$ cat config.mk
export PLATFORM = sky130hd
export DESIGN_NAME = rsc_controller
export DESIGN_NICKNAME = d
export VERILOG_FILES = /design/src/design/rsc_pkg.sv /design/src/design/rsc_controller.sv
export SDC_FILE = /design/constraint.sdc
export NUM_CORES = 1
export LEC_CHECK = 0
export ABC_AREA = 1
export BUFFER_PORTS_ARGS = -buffer_cell sky130_fd_sc_hd__buf_2
export CAP_MARGIN = 20
export CORE_ASPECT_RATIO = 0.75
export CORE_UTILIZATION = 47
export CTS_BUF_LIST = sky130_fd_sc_hd__clkbuf_2
export DETAILED_ROUTE_END_ITERATION = 8
export HOLD_SLACK_MARGIN = 0.1
export PLACE_DENSITY = 0.88
export SETUP_SLACK_MARGIN = 0.4
export SLEW_MARGIN = 30
export SYNTH_ARGS = -nofsm -noshare
export SYNTH_HDL_FRONTEND = slang
export SYNTH_SLANG_ARGS = --single-unit
$ cat constraint.sdc
create_clock -name i_clock -period 2.03 [get_ports i_clock]
set_input_delay 0.203 -clock i_clock [delete_from_list [all_inputs] [get_ports i_clock]]
set_output_delay 0.203 -clock i_clock [all_outputs]
set_load 0.05 [all_outputs]
$ cat src/design/rsc_pkg.sv
// package: register map, field positions and timing counts of the reset source controller
package rsc_pkg;
  // ----------------------------------------
  // register indices (printed offsets) and byte addresses
  // ----------------------------------------
  localparam logic [7:0] RSC_IDX_CAUSE = 8'hef;
  localparam logic [7:0] RSC_IDX_SUPPLY = 8'hff;
  localparam logic [11:0] RSC_ADDR_CAUSE = {2'h0, RSC_IDX_CAUSE, 2'h0};
  localparam logic [11:0] RSC_ADDR_SUPPLY = {2'h0, RSC_IDX_SUPPLY, 2'h0};
  // ----------------------------------------
  // reset-cause register fields
  // ----------------------------------------
  localparam int RSC_B_PIN = 0;
  localparam int RSC_B_POR = 1;
  localparam int RSC_B_CLK = 2;
  localparam int RSC_B_WDG = 3;
  localparam int RSC_B_SW = 4;
  localparam int RSC_B_CMP = 5;
  localparam int RSC_B_FLASH = 6;
  // ----------------------------------------
  // supply-monitor control fields
  // ----------------------------------------
  localparam int RSC_B_MON_EN = 7;
  localparam int RSC_B_MON_STAT = 6;
  // ----------------------------------------
  // reset values and constants
  // ----------------------------------------
  localparam logic [7:0] RSC_PORT_RESET = 8'hff;
  localparam logic [15:0] RSC_PC_RESET = 16'h0000;
  localparam logic [15:0] RSC_USER_LIMIT = 16'h7dff;
  localparam logic [3:0] RSC_WDG_DIV = 4'hc;
  localparam int RSC_CLK_MHZ = 100;
  localparam int RSC_CLK_LOSS_US = 100;
  localparam int RSC_CLK_LOSS_CYC = RSC_CLK_LOSS_US * RSC_CLK_MHZ;
  localparam int RSC_HOLD_CYC = 4;
endpackage : rsc_pkg

$ cat src/design/rsc_controller.sv
// reset source controller: request gathering, reset hold, cause flags and APB registers
//
// Decided for this implementation: the APB register port.
`timescale 1ns/1ps

// Overview of operation
// [RULE1] in reset: core halted, registers reset, ports forced, interrupts and timers off
// [RULE2] data memory untouched by reset; only stack pointer reinitialised
// [RULE3] port latches all ones open-drain in reset; weak pull-ups on always
// [RULE4] power-on and supply resets drive reset pin low until reset exit
// [RULE5] on reset exit program counter cleared and internal oscillator selected
// [RULE6] after any reset watchdog enabled, clocked by system clock over twelve
// [RULE7] power-on sets power-on flag bit 1; other resets clear it
// [RULE8] power-on enables and selects supply monitor; other resets keep its state
// [RULE9] enabled selected monitor below threshold holds reset and pin low
// [RULE10] software enables monitor, waits, then selects it as source
// [RULE11] supply control bit 7 switches monitor; no reset unless selected
// [RULE12] supply bit 6 reads live monitor output; bits 4..0 read variable; the code reads bits 5..0 as zero
// [RULE13] external low on reset pin resets; pin flag bit 0 set
// [RULE14] clock-loss detector resets after timeout; bit 2 flag and enable
// [RULE15] writing bit 5 enables comparator reset; flag reads 1 after it
// [RULE16] software lets comparator settle before enabling it as a source
// [RULE17] watchdog timeout resets and sets watchdog flag bit 3
// [RULE18] flash access above user limit or blocked resets, flag bit 6
// [RULE19] writing 1 to bit 4 forces reset, flag reads 1; 0 ignored
// [RULE20] power-on bit write selects monitor; reads 1 after power or supply reset
// [RULE21] non-supply resets never drive the reset pin
// [RULE22] asynchronous requests synchronised; causes captured with reset assertion
// [RULE23] cause flags held through reset; change only on new reset or writes
module rsc_controller (
  input wire logic i_clock,
  input wire logic i_sys_rst,
  input wire logic i_power_on,
  input wire logic i_supply_above,
  input wire logic i_reset_pin_n,
  input wire logic i_clock_stuck,
  input wire logic i_comparator_low,
  input wire logic i_watchdog_timeout,
  input wire logic i_program_store_write_enable,
  input wire logic i_flash_write,
  input wire logic i_code_space_read,
  input wire logic i_branch,
  input wire logic [15:0] i_flash_addr,
  input wire logic i_flash_blocked,
  input wire logic i_psel,
  input wire logic i_penable,
  input wire logic i_pwrite,
  input wire logic [11:0] i_paddr,
  input wire logic [31:0] i_pwdata,
  input wire logic [3:0] i_pstrb,
  output logic [31:0] o_prdata,
  output logic o_pready,
  output logic o_pslverr,
  output logic o_reset_pin_out,
  output logic o_reset_pin_oe,
  output logic o_system_reset,
  output logic o_core_halt,
  output logic o_sfr_reset,
  output logic o_interrupt_disable,
  output logic o_sp_reset,
  output logic [7:0] o_port_latch,
  output logic o_port_open_drain,
  output logic o_weak_pullup,
  output logic [15:0] o_pc_load,
  output logic o_pc_load_en,
  output logic o_osc_internal_sel,
  output logic o_watchdog_enable,
  output logic [3:0] o_watchdog_div,
  output logic o_supply_monitor_enable
);
  import rsc_pkg::*;

  // ----------------------------------------
  // pin synchronisers
  // ----------------------------------------
  function automatic logic settle(input logic a, input logic b, input logic old);
    settle = (a == b) ? a : old;
  endfunction : settle

  logic [6:0] s1_r, s2_r, s3_r, live_r;
  logic [6:0] raw;
  assign raw = {i_power_on, i_supply_above, ~i_reset_pin_n, i_clock_stuck,
                i_comparator_low, i_watchdog_timeout, i_flash_blocked};

  // three stages; a change counts once stages two and three agree
  always_ff @(posedge i_clock) begin
    s1_r <= raw;
    s2_r <= s1_r;
    s3_r <= s2_r;
    for (int k = 0; k < 7; k++) begin
      if (i_sys_rst) begin
        live_r[k] <= (k == 5) ? 1'b1 : 1'b0;
      end else begin
        live_r[k] <= settle(s2_r[k], s3_r[k], live_r[k]); // RULE22
      end
    end
  end

  logic por_q, sup_above_q, pin_q, stuck_q, cmp_q, wdg_q, blk_q;
  assign {por_q, sup_above_q, pin_q, stuck_q, cmp_q, wdg_q, blk_q} = live_r;

  // ----------------------------------------
  // control bits and requests
  // ----------------------------------------
  logic mon_en_r, mon_sel_r, clk_en_r, cmp_en_r, sw_req_r;
  logic [6:0] cause_r;
  logic in_reset_r, pin_drive_r;
  logic [2:0] hold_r;
  logic wr_cause, wr_supply, acc;

  // one address compare shared by the strobes, the error and the read mux
  function automatic logic addr_is(input logic [11:0] a, input logic [11:0] target);
    addr_is = (a == target);
  endfunction : addr_is

  assign acc = i_psel & i_penable;
  assign wr_cause = acc & i_pwrite & i_pstrb[0] & addr_is(i_paddr, RSC_ADDR_CAUSE);
  assign wr_supply = acc & i_pwrite & i_pstrb[0] & addr_is(i_paddr, RSC_ADDR_SUPPLY);

  // flash address check above user space
  logic flash_err;
  assign flash_err = blk_q |
    (((i_flash_write & i_program_store_write_enable) | i_code_space_read | i_branch)
     & (i_flash_addr > RSC_USER_LIMIT)); // RULE18

  // ----------------------------------------
  // pin echo mask
  // ----------------------------------------
  // the synchronised pin trails our own drive by up to four edges; without
  // this mask the tail of a supply reset would be logged as a pin reset
  logic [3:0] drive_hist_r;
  logic pin_masked;
  assign pin_masked = pin_drive_r | (|drive_hist_r);

  always_ff @(posedge i_clock) begin
    if (i_sys_rst) begin
      drive_hist_r <= 4'hf;
    end else begin
      drive_hist_r <= {drive_hist_r[2:0], pin_drive_r}; // RULE13
    end
  end

  logic sup_req, pin_req, clk_req, cmp_req, any_req;
  assign sup_req = por_q | (mon_en_r & mon_sel_r & ~sup_above_q); // RULE9 RULE11
  assign pin_req = pin_q & ~pin_masked; // RULE13
  assign clk_req = clk_en_r & stuck_q; // RULE14
  assign cmp_req = cmp_en_r & cmp_q; // RULE15
  assign any_req = sup_req | pin_req | clk_req | cmp_req | wdg_q | flash_err | sw_req_r;

  // ----------------------------------------
  // reset hold sequence
  // ----------------------------------------
  // a short hold after the last request keeps release glitch-free
  always_ff @(posedge i_clock) begin
    if (i_sys_rst) begin
      in_reset_r <= 1'b1;
      hold_r <= 3'(RSC_HOLD_CYC);
      pin_drive_r <= 1'b1;
    end else if (any_req) begin
      in_reset_r <= 1'b1; // RULE22
      hold_r <= 3'(RSC_HOLD_CYC);
      pin_drive_r <= sup_req; // RULE4 RULE21
    end else if (hold_r != 3'h0) begin
      hold_r <= hold_r - 3'h1;
    end else begin
      in_reset_r <= 1'b0;
      pin_drive_r <= 1'b0; // RULE4
    end
  end

  // ----------------------------------------
  // cause flags, recorded at assertion and held
  // ----------------------------------------
  logic entering;
  assign entering = any_req & ~in_reset_r;

  always_ff @(posedge i_clock) begin
    if (i_sys_rst) begin
      cause_r <= 7'h02;
    end else if (any_req) begin
      // only the first request cycle overwrites; later ones accumulate
      if (entering) begin
        cause_r <= 7'h00;
      end
      if (sup_req) cause_r[RSC_B_POR] <= 1'b1; // RULE7 RULE20
      if (pin_req) cause_r[RSC_B_PIN] <= 1'b1; // RULE13
      if (clk_req) cause_r[RSC_B_CLK] <= 1'b1; // RULE14
      if (cmp_req) cause_r[RSC_B_CMP] <= 1'b1; // RULE15
      if (wdg_q) cause_r[RSC_B_WDG] <= 1'b1; // RULE17
      if (flash_err) cause_r[RSC_B_FLASH] <= 1'b1; // RULE18
      if (sw_req_r) cause_r[RSC_B_SW] <= 1'b1; // RULE19
    end
  end

  // ----------------------------------------
  // software-written enables
  // ----------------------------------------
  always_ff @(posedge i_clock) begin
    if (i_sys_rst) begin
      mon_en_r <= 1'b1;
      mon_sel_r <= 1'b1;
      clk_en_r <= 1'b0;
      cmp_en_r <= 1'b0;
      sw_req_r <= 1'b0;
    end else begin
      sw_req_r <= wr_cause & i_pwdata[RSC_B_SW]; // RULE19
      if (por_q) begin
        mon_en_r <= 1'b1; // RULE8
        mon_sel_r <= 1'b1;
      end else begin
        if (wr_supply) mon_en_r <= i_pwdata[RSC_B_MON_EN]; // RULE11
        if (wr_cause) mon_sel_r <= i_pwdata[RSC_B_POR]; // RULE20 RULE10
      end
      if (wr_cause) begin
        clk_en_r <= i_pwdata[RSC_B_CLK]; // RULE14
        cmp_en_r <= i_pwdata[RSC_B_CMP]; // RULE15 RULE16
      end
    end
  end

  // ----------------------------------------
  // apb slave: zero wait, unmapped reads zero with error
  // ----------------------------------------
  logic mapped;
  assign mapped = addr_is(i_paddr, RSC_ADDR_CAUSE) | addr_is(i_paddr, RSC_ADDR_SUPPLY);
  assign o_pready = 1'b1;
  assign o_pslverr = i_psel & i_penable & ~mapped;

  always_ff @(posedge i_clock) begin
    if (i_sys_rst) begin
      o_prdata <= 32'h0;
    end else if (i_psel & ~i_penable & ~i_pwrite) begin
      if (addr_is(i_paddr, RSC_ADDR_CAUSE)) begin
        o_prdata <= {25'h0, cause_r}; // RULE23
      end else if (addr_is(i_paddr, RSC_ADDR_SUPPLY)) begin
        o_prdata <= {24'h0, mon_en_r, sup_above_q, 6'h00}; // RULE12
      end else begin
        o_prdata <= 32'h0;
      end
    end
  end

  // ----------------------------------------
  // system-facing outputs
  // ----------------------------------------
  logic exit_r;
  always_ff @(posedge i_clock) begin
    if (i_sys_rst) exit_r <= 1'b1;
    else exit_r <= in_reset_r;
  end

  assign o_system_reset = in_reset_r;
  assign o_core_halt = in_reset_r; // RULE1
  assign o_sfr_reset = in_reset_r; // RULE1
  assign o_interrupt_disable = in_reset_r; // RULE1
  assign o_sp_reset = in_reset_r; // RULE2
  assign o_port_latch = RSC_PORT_RESET; // RULE3
  assign o_port_open_drain = in_reset_r; // RULE3
  assign o_weak_pullup = 1'b1; // RULE3
  assign o_reset_pin_out = 1'b0;
  assign o_reset_pin_oe = pin_drive_r; // RULE4 RULE21
  assign o_pc_load = RSC_PC_RESET; // RULE5
  assign o_pc_load_en = exit_r & ~in_reset_r; // RULE5
  assign o_osc_internal_sel = exit_r & ~in_reset_r; // RULE5
  assign o_watchdog_enable = exit_r & ~in_reset_r; // RULE6
  assign o_watchdog_div = RSC_WDG_DIV; // RULE6
  assign o_supply_monitor_enable = mon_en_r; // RULE8
endmodule : rsc_controller

Yosys cells after proc, flatten, opt, wreduce, memory -nomap -nowiden
Index checks and enable logic that the tools add are counted.
- word-level logic and storage cells: 107
- memory bits (writable): 0
- output and inout port bits: 75
- latch bits: 0
- bits in read-only memories: 0
- flip-flop bits (word level): 82
- memories kept: 0
- bitwise operators: 37
- reductions and logical operators: 18
- multiply operators: 0
- equal/unequal tests: 10
- mux-type cells: 12
- shift operators: 0
- add/subtract/negate cells: 1
- magnitude comparators: 1
- divide/modulo/power cells: 0
- operator list (operator ; number):
    equality test 12 x 10 -> 1 bit, second input constant ; 2
    bitwise AND 1 bit ; 18
    > comparator 16 x 15 -> 1 bit, second input constant ; 1
    two-way mux 8 bit ; 2
    AND reduction 2 bit ; 7
    nonzero test 2 bit ; 7
    bitwise OR 1 bit ; 12
    two-way mux 1 bit ; 9
    equality test 1 bit ; 7
    two-way mux 7 bit ; 1
    NOT 1 bit ; 7
    OR reduction 2 bit ; 2
    OR reduction 4 bit ; 1
    nonzero test 3 bit ; 1
    subtractor 3 x 1 -> 3 bit, second input constant ; 1
    inequality test 2 bit, second input constant ; 1

Depth between registers and ports, before layout
Gate-level depths: netlist (run 1).
- word-level depth: 13
- mapped depth: 9
- mapped depth without buffers: 9

Least setup slack after synthesis (run 1)
No wires, ideal clock.
- path type: reg2out
- start point: register in_reset_r (netlist: o_core_halt)
- end point: output o_pc_load_en
- arrival: 1.656 ns
- required time: 1.827 ns
- stages on the path, launching flop included: 3
- path slack: 0.171 ns
- path through: dfxtp_1 > nor2_1 > buf_4
- cells in the longest elaborated chain, start to end: 2
- RTL lines (item ; RTL line ; RTL):
    from (decl) ; rsc_controller.sv:107 ; logic in_reset_r, pin_drive_r;
    from (signal assigned) ; rsc_controller.sv:156 ; in_reset_r <= 1'b1;
    from (signal assigned) ; rsc_controller.sv:160 ; in_reset_r <= 1'b1;
    from (signal assigned) ; rsc_controller.sv:166 ; in_reset_r <= 1'b0;
    NOT 1 bit ; - ;
    bitwise AND 1 bit ; - ;
    to (decl) ; rsc_controller.sv:65 ; output logic o_pc_load_en,
Every way passes these cells.

Worst setup path after layout (run 1)
- start point: input i_paddr[6]
- end point: register o_prdata[7]
- cells in the longest elaborated chain, start to end: 3
- elaborated cells on any way between the ends: 4
- those cells by class: eq/ne: 2; mux: 2
- RTL lines (item ; RTL line ; RTL):
    from (decl) ; rsc_controller.sv:48 ; input wire logic [11:0] i_paddr,
    equality test 12 x 10 -> 1 bit ; rsc_controller.sv:113 ; addr_is = (a == target);
    two-way mux 8 bit ; rsc_controller.sv:235 ; end else if (addr_is(i_paddr, RSC_ADDR_SUPPLY)) begin
    two-way mux 8 bit (*) ; rsc_controller.sv:233 ; if (addr_is(i_paddr, RSC_ADDR_CAUSE)) begin
    to (signal assigned) ; rsc_controller.sv:234 ; o_prdata <= {25'h0, cause_r};
    to (signal assigned) ; rsc_controller.sv:236 ; o_prdata <= {24'h0, mon_en_r, sup_above_q, 6'h00};
    to (decl) ; rsc_controller.sv:51 ; output logic [31:0] o_prdata,
Every way passes the cells marked *; elsewhere a longest branch is shown, timed or not.
A chain may end at the register's enable or synchronous reset.

==> results of run 1 <==
placed cells by master (no fill, tap or decap):
cell,synthesis,routed
o21ai_0,20,20
o211ai_2,1,1
clkinvlp_4,0,1
nand2_1,42,41
buf_8,0,1
o21a_1,1,1
clkinv_2,0,2
inv_1,21,19
nand3_1,9,8
nand2_2,1,2
dfxtp_1,58,58
bufinv_16,0,2
inv_2,3,5
dlygate4sd3_1,0,16
nor4_1,1,1
nor3_1,2,2
conb_1,2,55
clkbuf_2,0,10
ha_1,2,2
or2_2,3,3
nor2_1,30,27
xor2_1,1,1
nor2_2,4,7
nand2_4,1,1
clkinv_1,0,1
buf_2,2,59
a21oi_1,22,22
nand3_2,2,3
final timing paths:
path,from,slack (ns),cells past startpoint,end
max,i_paddr[6],0.34,7,o_prdata[7]
min,i_pstrb[0],0.17,4,o_supply_monitor_enable
max reg2reg,live_r[5],0.71,7,o_core_halt
min reg2reg,s1_r[0],0.34,0,s2_r[0]
per-layer routing:
layer / up-vias / global-route usage, % / share of wire, %
met5: - / 0 / 0
met2: 96 / 26.6 / 48
met4: 0 / 9.53 / 1.9
met3: 12 / 8.14 / 7.4
met1: 840 / 18.2 / 43
li1: 948 / - / -
per-stage QoR:
stage	util, %	setup slack [ns]	instances	hold WS, ns
6_report	57.4	0.338	431	0.165
4_1_cts	56.9	0.403	431	0.107
2_1_floorplan	-	0.440	344	0.231
3_5_place_dp	51.0	0.693	399	0.307
5_1_grt	57.4	0.354	431	0.170
3_3_place_gp	51.0	0.758	399	0.305
worst max-delay path, cell delays in order:
cell and delay, ns:
dlygate4sd3_1 0.53, buf_2 0.13, inv_2 0.04, nor4_1 0.40
dlygate4sd3_1 0.62, nand2_1 0.06, a21oi_1 0.11
repair_timing:
item,4_1_cts,5_1_grt
resized for setup,0,10
hold buffers,16,0
endpoints found under the hold margin,24,0
setup endpoints to repair,0,1
power groups by stage:
| stage | clock [mW] | combinational (mW) | sequential (mW) |
|---|---|---|---|
| final | 0.809 | 0.460 | 1.22 |
| after global routing | 0.882 | 0.490 | 1.23 |
| after CTS | 0.831 | 0.451 | 1.22 |
| after detailed placement | 0 | 0.430 | 1.24 |
| after global placement | 0 | 0.421 | 1.24 |
| after floorplan | 0 | 0.412 | 1.27 |
area by class of cell:
class / count / area (um2)
Clock buffer: 10 / 50.0
Clock inverter: 6 / 81.3
Fill cell: 422 / 2100
Inverter: 24 / 90.1
Multi-Input combinational cell: 197 / 898
Sequential cell: 58 / 1160
Tap cell: 60 / 75.1
Timing Repair Buffer: 76 / 470
cells by family (layout without fill, tap and decap cells):
| family | after synthesis | in the layout | synth area share (%) |
|---|---|---|---|
| XOR/XNOR | 1 | 1 | 0.363 |
| flip-flops | 58 | 58 | 48.1 |
| buffers and inverters | 89 | 116 | 23.6 |
| AND/OR/NAND/NOR | 95 | 95 | 17.1 |
| AO/OA/AOI/OAI | 44 | 44 | 9.53 |
| adder cells (fa/ha/maj) | 2 | 2 | 1.04 |
| other | 2 | 55 | 0.311 |
registers in the layout (all words and copies together), names as in the netlist, 3 cells and up:
signal        flops
cause_r           7
drive_hist_r      4
hold_r            3
live_r            7
o_prdata          8
s1_r              7
s2_r              7
s3_r              7
==> impl_metrics.ini, run 1 <==
[die]
initial_core_util_pct = 49.0
die_area_mm2 = 0.00543
core_area_mm2 = 0.00493
die_x_um = 84.8
die_h_um = 64.1
io_pins = 155
row_count = 22

[synth]
synth_edf_count = 0
yosys_most_used_dff = dfxtp_1
syn-instance-count = 291
synthArstFlopShare_pct = 0
yosysMostFrequentCell = buf_4
netlist_top_cells_count = 62 x buf_4, 58 x dfxtp_1, 42 x nand2_1, 30 x nor2_1, 22 x a21oi_1
synth_area_leaders = dfxtp_1 48%, buf_4 19%, nand2_1 6.5%
synth.avg_cell_area_um2 = 8.30
ys_seq_area_share_pct = 48.1
synth_largest_area_cell = dfxtp_1
yosysTopAreaCellShare_pct = 48.1
yosys_warnings = 0
synth-seq-cells = 58
syn_area_mm2 = 0.00241
synth_cell_type_count = 23

[critical_path]
critical_path_arrival_ns = 2.10
start_kind = input pin
crit_path_end_kind = flip-flop
crit_required_ns = 2.44
crit_fanout = 2
path_class = input pin to flip-flop

[sta]
relSlewSlack_pct = 64.5
final_max_slew_viol_count = 0
tightest_slew_ns = 0.533
finalSetupTns_ns = 0
fin_crit_sh_pct = 83.3
rsz0062_at_grt = false
finalHoldViolCount = 0
final.min_clock_period_ns = 1.69
clock_skew_ns = 0.0179
fmax_mhz = 591
setup_viol = 0

[placed_design]
port-buffer-count = 60
dpl-instance-area_mm2 = 0.00251
gp_congestion = 0.756
hpwl_um = 3060

[clocking]
cts_tree = built
h-tree-depth = 3
clkTransAtPathRegs_ns = 0.16
clk_latency_ns = 0.48
cts-root-buf = clkbuf_2
cts.sinks = 58
clk_path_buf_depth = 2
cts_setup_buffers = 0
numCtsBuffers = 9

[routing]
wire_per_inst_um = 10.5
final_antenna_net_count = 0
drc = 10
drt_iter0_drc = 83
vias_per_cell = 4.40
vias = 1896
wirelength_um = 4510
drt-pass1-iter-count = 8

[grt]
antenna_found_initial = 0
grt_pass1_wl_um = 6830
grt_pass1_vias = 1603
grt_usage_pct = 16.7
grt_overflow = 0
grt_max_degree = 20

[pwr]
power_leakage_nw = 1.43
switching_power_mw = 0.796
power_density_mw_per_mm2 = 880
internal_power_mw = 1.69
combPwrFrac_pct = 18.5
ir_drop_mv = 0.542
p_sw_share_pct = 32.0
p_seq_share_pct = 49.0
p_clk_share_pct = 32.5
p_total_mw = 2.49

[run]
maxCapViolCount = 0

[worst_hold_path]
hold_class = input pin to flip-flop

[cells_and_area]
fin_area_mm2 = 0.00283
antenna_cells = 0
nets = 448
drive_above_1_share_pct = 26.1
area_growth_pct = 17.0

[outcome]
status = finished with violations
violations = DRC
Note: power is estimated with default switching activity, not from simulation.
==> run 2, diff against run 1 <==
--- a/config.mk
+++ b/config.mk
@@ -9,11 +9,11 @@
 export BUFFER_PORTS_ARGS = -buffer_cell sky130_fd_sc_hd__buf_2
 export CAP_MARGIN = 20
 export CORE_ASPECT_RATIO = 0.75
-export CORE_UTILIZATION = 47
+export CORE_UTILIZATION = 44
 export CTS_BUF_LIST = sky130_fd_sc_hd__clkbuf_2
 export DETAILED_ROUTE_END_ITERATION = 8
 export HOLD_SLACK_MARGIN = 0.1
-export PLACE_DENSITY = 0.88
+export PLACE_DENSITY = 0.83
 export SETUP_SLACK_MARGIN = 0.4
 export SLEW_MARGIN = 30
 export SYNTH_ARGS = -nofsm -noshare
==> constraint.sdc (replaced) <==
create_clock -name i_clock -period 1.7 [get_ports i_clock]
set_input_delay 0.17 -clock i_clock [delete_from_list [all_inputs] [get_ports i_clock]]
set_output_delay 0.17 -clock i_clock [all_outputs]
set_load 0.05 [all_outputs]
==> run 2 against run 1 <==
  * Final cell count rose by 2.6%
  * Global-route usage shrank 1.1 points
  * Routed wire length fell by 1.0%
  * Via count is 1.8% lower
  * Total power is 6.3% higher
  * Core utilization is 0.21 points lower
  * Sequential cell count unchanged
  * Clock power fell by 24%
  * Largest cell class unchanged
  * Die area grew 6.6%
  * The flow now finishes without violations
  * First-iteration DRC count decreased by 11%
  * Critical path type is now flip-flop to flip-flop
==> impl_metrics.ini, run 2 (same netlist as run 1, synthesis figures left out) <==
[outcome]
status = completed

[routing]
drt-pass1-iter-count = 4
final_antenna_net_count = 0
wire_per_inst_um = 10.1
vias = 1862
wirelength_um = 4460
vias_per_cell = 4.21
drc = 0
drt_iter0_drc = 74

[sta]
clock_skew_ns = 0.00797
finalHoldViolCount = 0
finalSetupTns_ns = 0
setup_viol = 0
worst_hold_slack_ns = 0.158
fin_crit_sh_pct = 78.8
fmax_mhz = 746
final.min_clock_period_ns = 1.34
final_max_slew_viol_count = 0
rsz0062_at_grt = true

[cells_and_area]
antenna_cells = 0
nets = 449
final_cell_mix = 55 x conb_1, 52 x dfxtp_1, 41 x buf_2
top_register = o_prdata
area_growth_pct = 20.5
drive_above_1_share_pct = 30.5
final_common_cell = conb_1
fin_cells = 442
largest_reg_flops = 8

[placed_design]
place_inst = 411
port-buffer-count = 60
gp_congestion = 0.803
hpwl_um = 3030

[grt]
grt_pass1_wl_um = 6560
grt_overflow = 0
grt_max_degree = 20
grt_pass1_vias = 1514
grt_usage_pct = 15.5
antenna_found_initial = 0

[critical_path]
crit_fanout = 7
r2r_slack_ns = 0.36
crit_required_ns = 2.08
crit_path_end_kind = flip-flop
critical_path_arrival_ns = 1.72
start_kind = flip-flop
path_class = flip-flop to flip-flop

[run]
maxCapViolCount = 0

[die]
die_x_um = 87.5
row_count = 22
die_h_um = 66.2
initial_core_util_pct = 47.4
die_area_mm2 = 0.00579
core_area_mm2 = 0.00509
io_pins = 155

[pwr]
power_density_mw_per_mm2 = 909
power_leakage_nw = 1.42
ir_drop_mv = 0.460

[clocking]
clk_latency_ns = 0.44
clk_path_buf_depth = 2
cts.sinks = 58
cts_tree = built
cts-root-buf = clkbuf_2
h-tree-depth = 3
numCtsBuffers = 9
clkTransAtPathRegs_ns = 0.13

[worst_hold_path]
hold_class = input pin to flip-flop
==> run 2: changes by cell type in the layout (fill, tap and decap cells not counted), moves of 2 or more <==
cell	delta
clkbuf_2	+3
clkbuf_4	+8
a21oi_2	+4
dfxtp_1	-6
nand2_2	+4
clkinv_2	-2
buf_6	+3
buf_2	-18
bufinv_16	-2
a21oi_1	-4
nand2_1	-4
buf_4	+9
dfxtp_2	+5
nor2_4	+2
==> run 2: worst paths after layout <==
check            start         end  cells past startpoint
max          live_r[5]  cause_r[2]                      8
min           i_branch  cause_r[6]                      5
max reg2reg  live_r[5]  cause_r[2]                      8
min reg2reg    s1_r[2]     s2_r[2]                      0
==> run 2: worst max-delay path: stages, from the launching register on <==
cell and delay (ns):
dfxtp_1 0.40, nor2_1 0.08, nor2_1 0.12, nand2_1 0.09, nor2_2 0.15, nand3_4 0.12
nand2_4 0.13, nand2_1 0.08, a21oi_2 0.11
==> run 2: cell type report <==
type                    count  area, um2
fillers                   468       2180
repair buffers             77        537
clock inverters             1       3.75
inverters                  24       93.8
clock buffers              13       65.1
multi-input cells         197        950
flip-flops and latches     58       1170
well taps                  72       90.1
==> run 2: what timing repair did <==
action	4_1_cts	5_1_grt
endpoints found under the hold margin	23	0
resized for setup	16	30
hold buffers	15	0
setup endpoints to repair	10	43
setup buffers	0	2
pin swaps	1	5
gates cloned	0	0
==> run 2: power breakdown <==
part	switching (mW)	total (mW)	internal, mW
combinational	0.443	0.573	0.129
clock	0.417	0.616	0.199
sequential	0.0338	1.46	1.42
==> run 2: metrics by stage <==
| stage | area [um2] | total power, mW | setup slack [ns] | utilization [%] |
|---|---|---|---|---|
| global placement | 2540 | 1.99 | 0.423 | 49.8 |
| detailed placement | 2540 | 2.00 | 0.403 | 49.8 |
| CTS | 2800 | 2.64 | 0.345 | 54.9 |
| finish | 2910 | 2.64 | 0.360 | 57.1 |
| floorplan | 2630 | 2.01 | 0.452 | - |
| global route | 2910 | 2.77 | 0.274 | 57.1 |
==> run 2: per-layer routing <==
layer	vias up	track usage (%)	part of all wire, %
li1	953	-	-
met1	827	17.5	43
met2	71	24.7	49
met3	11	8.61	5.4
met4	0	5.53	2.3
met5	-	0	0
